==> src/szt_consts.svh <==
`ifndef SZT_CONSTS_SVH
`define SZT_CONSTS_SVH

// register byte offsets
`define SZT_CFG_OFS     4'h0
`define SZT_STAT_OFS    4'h4
// configuration reset value and writable bits
`define SZT_CFG_RESET   16'h069f
`define SZT_CFG_MASK    16'h0eff
// field positions
`define SZT_WAIT_LSB    0
`define SZT_WAIT_MSB    2
`define SZT_HOLD_LSB    3
`define SZT_HOLD_MSB    4
`define SZT_RBE_BIT     5
`define SZT_WBR_BIT     6
`define SZT_BW_BIT      7
`define SZT_POST_IDLE_ENABLE_BIT    9
`define SZT_PRELIMINARY_IDLE_ENABLE_BIT    10
`define SZT_FRE_BIT     11
// bus responses
`define SZT_RESP_OKAY   2'b00
`define SZT_RESP_SLVERR 2'b10
`endif

==> src/szt_pkg.sv <==
package szt_pkg;
  // bus cycle phases
  typedef enum logic [2:0] {
    SZT_IDLE  = 3'b000,
    SZT_PRE   = 3'b001,
    SZT_ADDR  = 3'b010,
    SZT_WAIT  = 3'b011,
    SZT_DATA  = 3'b100,
    SZT_BWAIT = 3'b101,
    SZT_HOLD  = 3'b110,
    SZT_POST  = 3'b111
  } szt_state_t;
endpackage

==> src/szt_zone_timing.sv <==
`timescale 1ns/10ps
`include "szt_consts.svh"
module szt_zone_timing #(
  parameter int AW     = 23, // external address width
  parameter int AXI_AW = 4   // register bus address width
) (
  input  wire logic              aclk,
  input  wire logic              aresetn,
  // register bus
  input  wire logic [AXI_AW-1:0] s_axi_awaddr,
  input  wire logic              s_axi_awvalid,
  output logic                   s_axi_awready,
  input  wire logic [31:0]       s_axi_wdata,
  input  wire logic [3:0]        s_axi_wstrb,
  input  wire logic              s_axi_wvalid,
  output logic                   s_axi_wready,
  output logic [1:0]             s_axi_bresp,
  output logic                   s_axi_bvalid,
  input  wire logic              s_axi_bready,
  input  wire logic [AXI_AW-1:0] s_axi_araddr,
  input  wire logic              s_axi_arvalid,
  output logic                   s_axi_arready,
  output logic [31:0]            s_axi_rdata,
  output logic [1:0]             s_axi_rresp,
  output logic                   s_axi_rvalid,
  input  wire logic              s_axi_rready,
  // access requests from the bus interface unit
  input  wire logic              req_valid,
  output logic                   req_ready,
  input  wire logic              req_write,
  input  wire logic              req_zone_one,
  input  wire logic              req_size16,
  input  wire logic              req_narrow,
  input  wire logic [AW-1:0]     req_addr,
  input  wire logic [15:0]       req_wdata,
  output logic                   rsp_valid,
  output logic [15:0]            rsp_rdata,
  output szt_pkg::szt_state_t    cycle_state,
  // external bus pins
  output logic [AW-1:0]          ext_addr,
  output logic                   zone_one_select,
  output logic                   ext_rd_n,
  output logic                   ext_wr_n,
  output logic                   bus_width_select,
  input  wire logic [15:0]       ext_data_in,
  output logic [15:0]            ext_data_out,
  output logic                   ext_data_oe
);
  import szt_pkg::*;

  // true while a bus cycle drives the pins
  function automatic logic szt_in_access(input szt_state_t s);
    szt_in_access = (s == SZT_ADDR) | (s == SZT_WAIT) | (s == SZT_DATA) |
                    (s == SZT_BWAIT) | (s == SZT_HOLD);
  endfunction

  logic [15:0]   cfg;             // live config from the register file
  logic [15:0]   status;          // state shown to software
  szt_state_t    state_reg;       // current phase
  szt_state_t    state_next;
  logic [2:0]    cnt_reg;         // wait or hold cycles left
  logic [2:0]    cnt_next;
  logic          byte_reg;        // second byte of a split access
  logic          byte_next;
  logic          take;            // data phase of a read in this cycle
  logic          done;            // bus cycle ends in this cycle
  // access attributes frozen when the request is taken
  logic          wr_reg;
  logic          z1_reg;
  logic          split_reg;
  logic          burst_reg;
  logic          bwait_reg;
  logic          fast_reg;
  logic          bw_reg;
  logic          post_reg;
  logic [2:0]    wait_reg;
  logic [1:0]    hold_reg;
  logic [AW-1:0] addr_reg;
  logic [15:0]   wdata_reg;
  // zone history for idle insertion
  logic          last_z1_reg;     // previous cycle was zone one
  logic          post_pend_reg;   // zone one cycle asked for post idle
  // data pin synchroniser and the matching pipeline
  logic [15:0]   din_s1_reg;
  logic [15:0]   din_s2_reg;
  logic [2:0]    take_pipe_reg;
  logic [2:0]    tbyte_pipe_reg;
  logic [2:0]    done_pipe_reg;
  logic [15:0]   rdata_reg;
  // output flops
  logic          req_ready_reg;
  logic          rsp_valid_reg;
  logic [AW-1:0] ext_addr_reg;
  logic          zsel_reg;
  logic          rd_n_reg;
  logic          wr_n_reg;
  logic          bws_reg;
  logic [15:0]   dout_reg;
  logic          doe_reg;

  // register file over the bus
  szt_axil_regs #(.AXI_AW(AXI_AW)) u_regs (
    .aclk          (aclk),
    .aresetn       (aresetn),
    .s_axi_awaddr  (s_axi_awaddr),
    .s_axi_awvalid (s_axi_awvalid),
    .s_axi_awready (s_axi_awready),
    .s_axi_wdata   (s_axi_wdata),
    .s_axi_wstrb   (s_axi_wstrb),
    .s_axi_wvalid  (s_axi_wvalid),
    .s_axi_wready  (s_axi_wready),
    .s_axi_bresp   (s_axi_bresp),
    .s_axi_bvalid  (s_axi_bvalid),
    .s_axi_bready  (s_axi_bready),
    .s_axi_araddr  (s_axi_araddr),
    .s_axi_arvalid (s_axi_arvalid),
    .s_axi_arready (s_axi_arready),
    .s_axi_rdata   (s_axi_rdata),
    .s_axi_rresp   (s_axi_rresp),
    .s_axi_rvalid  (s_axi_rvalid),
    .s_axi_rready  (s_axi_rready),
    .status        (status),
    .cfg           (cfg)
  );

  // config field decode
  wire       c_fre  = cfg[`SZT_FRE_BIT];
  wire       c_bw   = cfg[`SZT_BW_BIT];
  wire       c_rbe  = cfg[`SZT_RBE_BIT];
  wire       c_wbr  = cfg[`SZT_WBR_BIT];
  wire       c_post_idle_enable = cfg[`SZT_POST_IDLE_ENABLE_BIT];
  wire       c_preliminary_idle_enable = cfg[`SZT_PRELIMINARY_IDLE_ENABLE_BIT];
  wire [2:0] c_wait = cfg[`SZT_WAIT_MSB:`SZT_WAIT_LSB];
  wire [1:0] c_hold = cfg[`SZT_HOLD_MSB:`SZT_HOLD_LSB];

  // request acceptance and the settings it will run with
  wire accept = (state_reg == SZT_IDLE) & req_ready_reg & req_valid;
  // other zones run a plain cycle; only zone one uses the config
  wire       use_cfg = req_zone_one & ~c_fre;
  wire [2:0] n_wait  = use_cfg ? c_wait : 3'h0;
  wire [1:0] n_hold  = use_cfg ? c_hold : 2'h0;
  wire       n_fast  = req_zone_one & c_fre & ~req_write;
  wire       n_split = req_zone_one & req_size16 & (~c_bw | req_narrow);
  wire       n_burst = n_split & ~req_write & c_rbe & c_bw & ~c_fre;
  wire       n_bwait = n_burst & c_wbr;
  // idle cycles around zone changes
  wire go_post = post_pend_reg & ~req_zone_one;
  wire go_pre  = req_zone_one & c_preliminary_idle_enable & ~last_z1_reg;
  wire last_byte = ~split_reg | byte_reg;

  // phase sequencing
  always_comb begin
    state_next = state_reg;
    cnt_next   = cnt_reg;
    byte_next  = byte_reg;
    take       = 1'b0;
    done       = 1'b0;
    case (state_reg)
      SZT_IDLE: begin
        if (accept) begin
          byte_next  = 1'b0;
          state_next = go_post ? SZT_POST : (go_pre ? SZT_PRE : SZT_ADDR);
        end
      end
      // idle phases drive nothing, then the address goes out
      SZT_PRE, SZT_POST: begin
        state_next = SZT_ADDR;
      end
      SZT_ADDR: begin
        if (fast_reg) begin
          // single-cycle read, next byte straight after
          take = ~wr_reg;
          if (last_byte) begin
            done       = 1'b1;
            state_next = SZT_IDLE;
          end else begin
            byte_next = 1'b1;
          end
        end else if (wait_reg != 3'h0) begin
          state_next = SZT_WAIT;
          cnt_next   = wait_reg - 3'h1;
        end else begin
          state_next = SZT_DATA;
        end
      end
      SZT_WAIT: begin
        if (cnt_reg == 3'h0) begin
          state_next = SZT_DATA;
        end else begin
          cnt_next = cnt_reg - 3'h1;
        end
      end
      SZT_DATA: begin
        take = ~wr_reg;
        if (burst_reg && !byte_reg) begin
          // burst: second byte skips address and programmed wait; hold comes only after it
          byte_next  = 1'b1;
          state_next = bwait_reg ? SZT_BWAIT : SZT_DATA;
        end else if (hold_reg != 2'h0) begin
          state_next = SZT_HOLD;
          cnt_next   = {1'b0, hold_reg} - 3'h1;
        end else if (last_byte) begin
          done       = 1'b1;
          state_next = SZT_IDLE;
        end else begin
          byte_next  = 1'b1;
          state_next = SZT_ADDR;
        end
      end
      SZT_BWAIT: begin
        state_next = SZT_DATA;
      end
      SZT_HOLD: begin
        if (cnt_reg != 3'h0) begin
          cnt_next = cnt_reg - 3'h1;
        end else if (last_byte) begin
          done       = 1'b1;
          state_next = SZT_IDLE;
        end else begin
          byte_next  = 1'b1;
          state_next = SZT_ADDR;
        end
      end
      default: begin
        state_next = SZT_IDLE;
      end
    endcase
  end

  // phase registers and the frozen request
  always_ff @(posedge aclk) begin
    if (!aresetn) begin
      state_reg <= SZT_IDLE;
      cnt_reg   <= 3'h0;
      byte_reg  <= 1'b0;
      wr_reg    <= 1'b0;
      z1_reg    <= 1'b0;
      split_reg <= 1'b0;
      burst_reg <= 1'b0;
      bwait_reg <= 1'b0;
      fast_reg  <= 1'b0;
      bw_reg    <= 1'b1;
      post_reg  <= 1'b0;
      wait_reg  <= 3'h0;
      hold_reg  <= 2'h0;
      addr_reg  <= '0;
      wdata_reg <= 16'h0000;
    end else begin
      state_reg <= state_next;
      cnt_reg   <= cnt_next;
      byte_reg  <= byte_next;
      // freezing here keeps a mid-cycle config write out of this cycle
      if (accept) begin
        wr_reg    <= req_write;
        z1_reg    <= req_zone_one;
        split_reg <= n_split;
        burst_reg <= n_burst;
        bwait_reg <= n_bwait;
        fast_reg  <= n_fast;
        bw_reg    <= req_zone_one ? c_bw : 1'b1;
        post_reg  <= req_zone_one & c_post_idle_enable;
        wait_reg  <= n_wait;
        hold_reg  <= n_hold;
        addr_reg  <= req_addr;
        wdata_reg <= req_wdata;
      end
    end
  end

  // zone history: set on cycle end, consumed by the next request
  always_ff @(posedge aclk) begin
    if (!aresetn) begin
      last_z1_reg   <= 1'b0;
      post_pend_reg <= 1'b0;
    end else if (done) begin
      last_z1_reg   <= z1_reg;
      post_pend_reg <= post_reg;
    end else if (accept) begin
      post_pend_reg <= 1'b0;
    end
  end

  // data pins pass two flops; read data lines up three cycles later
  always_ff @(posedge aclk) begin
    if (!aresetn) begin
      din_s1_reg     <= 16'h0000;
      din_s2_reg     <= 16'h0000;
      take_pipe_reg  <= 3'h0;
      tbyte_pipe_reg <= 3'h0;
      done_pipe_reg  <= 3'h0;
      rdata_reg      <= 16'h0000;
    end else begin
      din_s1_reg     <= ext_data_in;
      din_s2_reg     <= din_s1_reg;
      take_pipe_reg  <= {take_pipe_reg[1:0], take};
      tbyte_pipe_reg <= {tbyte_pipe_reg[1:0], split_reg & byte_reg};
      done_pipe_reg  <= {done_pipe_reg[1:0], done};
      if (take_pipe_reg[2]) begin
        if (tbyte_pipe_reg[2]) begin
          rdata_reg[15:8] <= din_s2_reg[7:0];
        end else begin
          rdata_reg <= bw_reg ? din_s2_reg : {8'h00, din_s2_reg[7:0]};
        end
      end
    end
  end

  // request handshake: no new request while read data is in flight
  always_ff @(posedge aclk) begin
    if (!aresetn) begin
      req_ready_reg <= 1'b0;
      rsp_valid_reg <= 1'b0;
    end else begin
      req_ready_reg <= (state_next == SZT_IDLE) & ~done & (done_pipe_reg[1:0] == 2'b00);
      rsp_valid_reg <= done_pipe_reg[2];
    end
  end

  // pins follow the phase one cycle later
  wire       acc_now = szt_in_access(state_reg);
  wire [7:0] wbyte   = byte_reg ? wdata_reg[15:8] : wdata_reg[7:0];
  always_ff @(posedge aclk) begin
    if (!aresetn) begin
      ext_addr_reg <= '0;
      zsel_reg     <= 1'b0;
      rd_n_reg     <= 1'b1;
      wr_n_reg     <= 1'b1;
      bws_reg      <= 1'b1;
      dout_reg     <= 16'h0000;
      doe_reg      <= 1'b0;
    end else begin
      ext_addr_reg <= split_reg ? {addr_reg[AW-1:1], byte_reg} : addr_reg;
      zsel_reg     <= acc_now & z1_reg;
      // read strobe from address on, released for hold
      rd_n_reg     <= ~(acc_now & ~wr_reg & (state_reg != SZT_HOLD));
      wr_n_reg     <= ~(wr_reg & ((state_reg == SZT_WAIT) | (state_reg == SZT_DATA)));
      bws_reg      <= bw_reg;
      dout_reg     <= split_reg ? {8'h00, wbyte} : wdata_reg;
      doe_reg      <= acc_now & wr_reg;
    end
  end

  assign status           = {9'h000, state_reg, byte_reg, post_pend_reg,
                             last_z1_reg, acc_now};
  assign req_ready        = req_ready_reg;
  assign rsp_valid        = rsp_valid_reg;
  assign rsp_rdata        = rdata_reg;
  assign cycle_state      = state_reg;
  assign ext_addr         = ext_addr_reg;
  assign zone_one_select  = zsel_reg;
  assign ext_rd_n         = rd_n_reg;
  assign ext_wr_n         = wr_n_reg;
  assign bus_width_select = bws_reg;
  assign ext_data_out     = dout_reg;
  assign ext_data_oe      = doe_reg;

  // helper run counters for the checks below
  logic [3:0] wrun_reg;
  logic [3:0] hrun_reg;
  always_ff @(posedge aclk) begin
    if (!aresetn) begin
      wrun_reg <= 4'h0;
      hrun_reg <= 4'h0;
    end else begin
      wrun_reg <= (state_reg == SZT_WAIT) ? 4'(wrun_reg + 4'h1) : 4'h0;
      hrun_reg <= (state_reg == SZT_HOLD) ? 4'(hrun_reg + 4'h1) : 4'h0;
    end
  end
endmodule

==> src/szt_axil_regs.sv <==
`timescale 1ns/10ps
`include "szt_consts.svh"
module szt_axil_regs #(
  parameter int AXI_AW = 4
) (
  input  wire logic              aclk,
  input  wire logic              aresetn,
  input  wire logic [AXI_AW-1:0] s_axi_awaddr,
  input  wire logic              s_axi_awvalid,
  output logic                   s_axi_awready,
  input  wire logic [31:0]       s_axi_wdata,
  input  wire logic [3:0]        s_axi_wstrb,
  input  wire logic              s_axi_wvalid,
  output logic                   s_axi_wready,
  output logic [1:0]             s_axi_bresp,
  output logic                   s_axi_bvalid,
  input  wire logic              s_axi_bready,
  input  wire logic [AXI_AW-1:0] s_axi_araddr,
  input  wire logic              s_axi_arvalid,
  output logic                   s_axi_arready,
  output logic [31:0]            s_axi_rdata,
  output logic [1:0]             s_axi_rresp,
  output logic                   s_axi_rvalid,
  input  wire logic              s_axi_rready,
  input  wire logic [15:0]       status,
  output logic [15:0]            cfg
);
  logic [15:0]       cfg_reg;    // zone one timing config
  logic              aw_got_reg; // address held, awaiting data
  logic              w_got_reg;  // data held, awaiting address
  logic [AXI_AW-1:0] awaddr_reg;
  logic [15:0]       wdata_reg;
  logic [1:0]        wstrb_reg;
  // write fires once both halves are in and no answer is pending
  wire do_write = aw_got_reg & w_got_reg & ~s_axi_bvalid;
  wire wr_cfg   = awaddr_reg == `SZT_CFG_OFS;
  wire [15:0] lane_mask = {{8{wstrb_reg[1]}}, {8{wstrb_reg[0]}}};
  wire [15:0] cfg_wr = (cfg_reg & ~lane_mask) | (wdata_reg & lane_mask & `SZT_CFG_MASK);
  wire ar_hit_cfg = s_axi_araddr == `SZT_CFG_OFS;
  wire ar_hit_st  = s_axi_araddr == `SZT_STAT_OFS;
  wire [15:0] rd_word = ar_hit_cfg ? cfg_reg : (ar_hit_st ? status : 16'h0000);
  assign cfg = cfg_reg;

  // write channels, taken in either order
  always_ff @(posedge aclk) begin
    if (!aresetn) begin
      cfg_reg       <= `SZT_CFG_RESET;
      aw_got_reg    <= 1'b0;
      w_got_reg     <= 1'b0;
      awaddr_reg    <= '0;
      wdata_reg     <= 16'h0000;
      wstrb_reg     <= 2'b00;
      s_axi_awready <= 1'b1;
      s_axi_wready  <= 1'b1;
      s_axi_bvalid  <= 1'b0;
      s_axi_bresp   <= `SZT_RESP_OKAY;
    end else begin
      if (s_axi_awvalid && s_axi_awready) begin
        aw_got_reg    <= 1'b1;
        awaddr_reg    <= s_axi_awaddr;
        s_axi_awready <= 1'b0;
      end
      if (s_axi_wvalid && s_axi_wready) begin
        w_got_reg    <= 1'b1;
        wdata_reg    <= s_axi_wdata[15:0];
        wstrb_reg    <= s_axi_wstrb[1:0];
        s_axi_wready <= 1'b0;
      end
      if (do_write) begin
        aw_got_reg   <= 1'b0;
        w_got_reg    <= 1'b0;
        s_axi_bvalid <= 1'b1;
        // status is read only: writes there and elsewhere get an error
        s_axi_bresp  <= wr_cfg ? `SZT_RESP_OKAY : `SZT_RESP_SLVERR;
        if (wr_cfg) begin
          cfg_reg <= cfg_wr;
        end
      end
      if (s_axi_bvalid && s_axi_bready) begin
        s_axi_bvalid  <= 1'b0;
        s_axi_awready <= 1'b1;
        s_axi_wready  <= 1'b1;
      end
    end
  end

  // read channel, one outstanding read
  always_ff @(posedge aclk) begin
    if (!aresetn) begin
      s_axi_arready <= 1'b1;
      s_axi_rvalid  <= 1'b0;
      s_axi_rdata   <= 32'h0000_0000;
      s_axi_rresp   <= `SZT_RESP_OKAY;
    end else if (s_axi_arvalid && s_axi_arready) begin
      s_axi_arready <= 1'b0;
      s_axi_rvalid  <= 1'b1;
      s_axi_rdata   <= {16'h0000, rd_word}; // upper half reads zero
      s_axi_rresp   <= (ar_hit_cfg | ar_hit_st) ? `SZT_RESP_OKAY : `SZT_RESP_SLVERR;
    end else if (s_axi_rvalid && s_axi_rready) begin
      s_axi_rvalid  <= 1'b0;
      s_axi_arready <= 1'b1;
    end
  end
endmodule

==> config.mk <==
export PLATFORM = sky130hd
export DESIGN_NAME = szt_zone_timing
export DESIGN_NICKNAME = d
export VERILOG_FILES = /design/src/szt_pkg.sv /design/src/szt_zone_timing.sv /design/src/szt_axil_regs.sv
export VERILOG_INCLUDE_DIRS = /design/src /design/src/src
export SDC_FILE = /design/constraint.sdc
export NUM_CORES = 1
export LEC_CHECK = 0
export BUFFER_PORTS_ARGS = -buffer_cell sky130_fd_sc_hd__buf_4
export CAP_MARGIN = 40
export CORE_ASPECT_RATIO = 0.7
export CORE_UTILIZATION = 56
export DETAILED_ROUTE_END_ITERATION = 10
export PLACE_DENSITY = 0.85
export SLEW_MARGIN = 20
export SYNTH_ARGS = -nofsm -noshare
export SYNTH_HDL_FRONTEND = slang
export SYNTH_SLANG_ARGS = --single-unit
==> constraint.sdc <==
create_clock -name aclk -period 3 [get_ports aclk]
set_clock_uncertainty 0.1 [all_clocks]
set_input_delay 0 -clock aclk [delete_from_list [all_inputs] [get_ports aclk]]
set_output_delay 0 -clock aclk [all_outputs]
set_load 0.01 [all_outputs]
# Word-level counts from Yosys, hierarchy flattened

Cells that the tools add are included.

Bits of input ports: 111
Register bits: 225

Equality and inequality tests: 19
$add $sub $neg: 3
Reduce and logical (&&, ||, !) cells: 28
Muxes and demuxes: 52
Bitwise logic cells: 51

Operators by type and width:

| cell                                                                  | number |
|---|---|
| 3-bit two-way mux                                                     | 16 |
| 16-bit two-way mux                                                    | 2 |
| 1-bit bitwise AND                                                     | 26 |
| 8-bit two-way mux                                                     | 3 |
| 3-bit case mux with 7 select lines                                    | 1 |
| 1-bit two-way mux                                                     | 20 |
| 2-bit != test, second input constant                                  | 9 |
| 16-bit bitwise AND                                                    | 1 |
| 16-bit NOT                                                            | 1 |
| 16-bit by 12-bit bitwise OR with 16-bit output                        | 1 |
| 1-bit NOT                                                             | 13 |
| 12-bit bitwise AND                                                    | 1 |
| 3-bit equality test, second input constant                            | 4 |
| 3-bit case mux with 4 select lines                                    | 1 |
| 2-bit two-way mux                                                     | 5 |
| 3-bit logical NOT                                                     | 3 |
| 4-bit logical NOT                                                     | 2 |
| 1-bit bitwise OR                                                      | 8 |
| 4-bit nonzero test                                                    | 2 |
| 2-bit OR reduction                                                    | 4 |
| 7-bit two-way mux                                                     | 1 |
| 7-bit AND reduction                                                   | 1 |
| 3-bit by 2-bit equality test with 1-bit output, second input constant | 2 |
| 1-bit logical AND                                                     | 6 |
| other kinds (14)                                                      | 20 |

# Depth between registers and ports, before layout

Depth after elaboration: 9
Gate-level depth with buffers: 8

# Modules after synthesis

A second synthesis with hierarchy kept.

Cell total of the unflattened synthesis: 872
Area total of the unflattened synthesis: 8,096.5 sq um

Modules (own cells, without submodules):

| module          | instances | cells an instance | area each (sq um) |
|---|---|---|---|
| szt_zone_timing | 1         | 608               | 5,655.4 |
| szt_axil_regs   | 1         | 264               | 2,441.1 |

# Least setup slack after synthesis

No wires, ideal clock.

Kind: flip-flop to flip-flop
From: reg state_reg[0], in the netlist cycle_state[0]
To: reg cnt_reg[2]
Setup slack: 1.187 ns
Clock period less this slack: 1.813 ns
Cell stages (with the launch flop): 9
Arrival time: 1.639 ns
Setup time: 0.075 ns
Path through: dfxtp_1 buf_4 buf_2 nor3_1 o21ai_0 o221ai_1 ha_1 xor2_1 o22ai_1

Cells in the longest elaborated chain, start to end: 3
Elaborated cells on any way between the ends: 13

Ends and longest elaborated chain:

| what                                                                                         | RTL line               | source |
|---|---|---|
| from (decl)                                                                                  | szt_zone_timing.sv:59  | `szt_state_t state_reg;` |
| from (signal assigned)                                                                       | szt_zone_timing.sv:249 | `state_reg <= state_next;` |
| 3-bit by 2-bit equality test with 1-bit output / 3-bit equality test (equally long branches) | szt_zone_timing.sv:158 | `case (state_reg)` |
| 4-bit nonzero test (no line) / 2-bit != test (equally long branches)                         | --                     |  |
| 7-bit AND reduction (no line)                                                                | --                     |  |
| to (signal assigned)                                                                         | szt_zone_timing.sv:250 | `cnt_reg <= cnt_next;` |
| to (decl)                                                                                    | szt_zone_timing.sv:61  | `logic [2:0] cnt_reg;` |

Parallel ways exist; a longest one is shown, timed or not.
A chain may end at the register's enable or synchronous reset.

# Final worst setup path

From: reg state_reg[2], in the netlist cycle_state[2]
To: reg addr_reg[8]

Cells in the longest elaborated chain, start to end: 3

Ends and longest elaborated chain:

| what                           | RTL line               | source |
|---|---|---|
| 3-bit logical NOT              | szt_zone_timing.sv:137 | `wire accept = (state_reg == SZT_IDLE) & req_ready_reg & req_valid;` |
| 1-bit bitwise AND (2 in a row) | szt_zone_timing.sv:137 |  |
| to (signal assigned)           | szt_zone_timing.sv:264 | `addr_reg <= req_addr;` |
| to (decl)                      | szt_zone_timing.sv:78  | `logic [AW-1:0] addr_reg;` |

No other way between the ends.

==> results.toml <==
[global_route]
use_met2_pct = 52.2
grt_most_used_layer = "met2"
antenna_found_initial = 0
track_usage_pct = 30.9
grt_pass1_wl_mm = 35.0
met3_usage_pct = 8.18
grt_max_degree = 86
overflow = 0
grt_pass1_vias = 6925
grtUsageMet1_pct = 37.8

[power]
seqPwrFrac_pct = 46.2
design_power_total_mw = 7.14
comb_power_share_pct = 17.3
p_per_area_nw_per_um2 = 650
ir_drop_uv = 482
swShare_pct = 26.3
intPower_mw = 5.26
clock_power_share_pct = 36.6
power.leakage_nw = 4.68
p_sw_mw = 1.88

[status]
status = "finished, final reports clean"

[routing]
drtPass1Iterations = 5
routedWlPerCell_um = 16.8
detail-route-antenna-nets = 0
wirelength_mm = 22.3
via_per_inst = 5.30
vias = 7057
drc_errors = 0
drtIter0Drc = 510

[timing]
period_share_pct = 93.1
rsz0062_at_grt = "false"
maxSlewHeadroom_pct = 50.3
maxSlewViolCount = 0
tightestPinTransition_ns = 0.745
fmaxAchievable_mhz = 358
hold_viol = 0
tns_ns = 0
setup_viol = 0
fin_crit_ns = 2.79

[flow_run]
drv_cap = 0

[final_layout]
final_common_cell = "dfxtp_1"
n_antenna_cell = 0
layout.cells.most_common_list = "dfxtp_1 (222), buf_4 (188), nand2_1 (164)"
syn_to_final_growth_pct = 39.7
drive_gt1_share_pct = 20.9
fin_nets = 1245

[logic_synthesis]
ys.flop_type = "dfxtp_1"
ys_seq_elements = 222
synth_edf_count = 0
synth.distinct_cells = 59
yosys_warnings = 0
ys_async_sr_fraction_pct = 0
netlist_instances = 869
synth_area_per_cell_um2 = 9.05
ys_seq_area_share_pct = 56.5
synthesis.area_um2 = 7870

[clocking]
path_clk_slew_ns = 0.07
cts_tree = "built"
htreeDepth = 1
cts-root-buf = "clkbuf_16"
postCtsSetupBuffers = 0
cts_resized = 0
cts_hold_buf = 108
cts_inserted_buffers = 20
clock_sinks = 222
clk_latency_ns = 0.49
clk_path_buf_depth = 3

[floorplanning]
coreArea_um2 = 13400
rows = 35
die_h_um = 101
die_width_um = 144
ios = 217
dieArea_um2 = 14500
start_util_pct = 58.5

[placed_design]
io_buffers = 175
gp_congestion = 0.841
dpl.hpwl_mm = 11.8

[worst_setup_path]
max_stage_delay_ns = 0.59
crit_fanout = 39
crit_start = "cycle_state[2]$_SDFF_PN0_"
cp.required_ns = 3.33
start_kind = "register"
end_kind = "register"
regToRegStartpoint = "cycle_state[2]$_SDFF_PN0_"
cp.arrival_ns = 3.13
worstPathCellList = "nor3_2 > and3_2 > buf_4 > nand2_1 > a21oi_1 > dlygate4sd3_1"
crit_type = "register to register"
crit_slowest_cell = "dlygate4sd3_1"

[min_path]
min_from = "s_axi_arvalid"
hp-class = "input port to register"
cells by family (layout without fill, tap and decap cells):
kind of cell	Yosys count	in the layout	share of synthesized area, %
XOR/XNOR	2	2	0.223
buffers and inverters	81	341	5.22
flip-flops	222	222	56.5
AO/OA/AOI/OAI	152	152	11.7
multiplexers	18	18	2.31
AND/OR/NAND/NOR	392	392	23.9
other	1	18	0.0477
adder cells (fa/ha/maj)	1	1	0.159
worst max-delay path: cells and delay by family, from the launching register on:
family | cells | cell delay, ns
and+or+nand+nor | 3 | 0.90
AOI/OAI and AO/OA | 1 | 0.23
buffers and inverters | 2 | 1.04
DFF | 1 | 0.45
cell type report:
| class | count | area, um2 |
|---|---|---|
| fillers | 785 | 2460 |
| inverters | 8 | 32.5 |
| clock buffers | 29 | 586 |
| repair buffers | 298 | 2530 |
| clock inverters | 6 | 83.8 |
| multi-input cells | 583 | 3080 |
| flip-flops and latches | 222 | 4440 |
| well taps | 185 | 231 |
cell usage after synthesis (2+ instances only):
cell type	number	share of area, %
buf_2	10	0.64
dfxtp_1	222	56
a21o_1	2	0.19
mux2i_1	17	2.2
nor3_2	2	0.25
xor2_1	2	0.22
nor4_1	3	0.24
a211oi_1	8	0.76
o22ai_1	2	0.16
o21ai_0	7	0.45
nor2b_1	8	0.64
or3_1	2	0.16
nand2b_1	3	0.24
and2_1	71	5.6
nor3_1	15	0.95
clkbuf_1	34	1.6
o221ai_1	3	0.33
buf_4	20	1.9
nand3b_1	4	0.38
nand2_1	164	7.8
nor2_1	56	2.7
and2b_4	2	0.25
buf_1	6	0.29
and3_1	7	0.56
a22oi_1	17	1.6
buf_6	2	0.29
a21oi_1	96	6.1
nand3_1	46	2.9
inv_1	8	0.38
power groups by stage:
stage	Sequential, mW	Combinational (mW)	Clock, mW
finish	3.30	1.23	2.61
global route	3.32	1.34	2.76
CTS	3.29	1.18	2.62
detailed placement	3.35	1.02	0
global placement	3.34	1.00	0
floorplan	3.35	0.669	0
routing by layer:
| metal | vias up | wire length, um |
|---|---|---|
| li1 | 3385 | - |
| met1 | 3255 | 9180 |
| met2 | 340 | 10500 |
| met3 | 77 | 1890 |
| met4 | 0 | 772 |
| met5 | - | 0 |
path summary, 6_finish.rpt:
kind,endpoint,slack (ns),cells after the start
setup / recovery,addr_reg[8]$_SDFFE_PN0P_,0.21,6
setup reg to reg,addr_reg[8]$_SDFFE_PN0P_,0.21,6
hold / removal,u_regs.s_axi_rdata[5]$_SDFFE_PN0P_,0.03,4
hold reg to reg,rsp_valid$_SDFF_PN0_,0.33,1
stage by stage:
step | util [%] | setup WS [ns] | instance area [um2] | std cells | hold slack, ns
after floorplan | - | 1.19 | 7930 | 886 | 0.000353
after global placement | 68.6 | 0.960 | 9220 | 1187 | 0.100
after detailed placement | 68.6 | 0.958 | 9220 | 1187 | 0.111
after CTS | 81.6 | 0.399 | 11000 | 1330 | 0.0460
after global routing | 81.7 | 0.113 | 11000 | 1331 | 0.0647
final | 81.7 | 0.206 | 11000 | 1331 | 0.0271
Note: power is estimated with default switching activity, not from simulation.
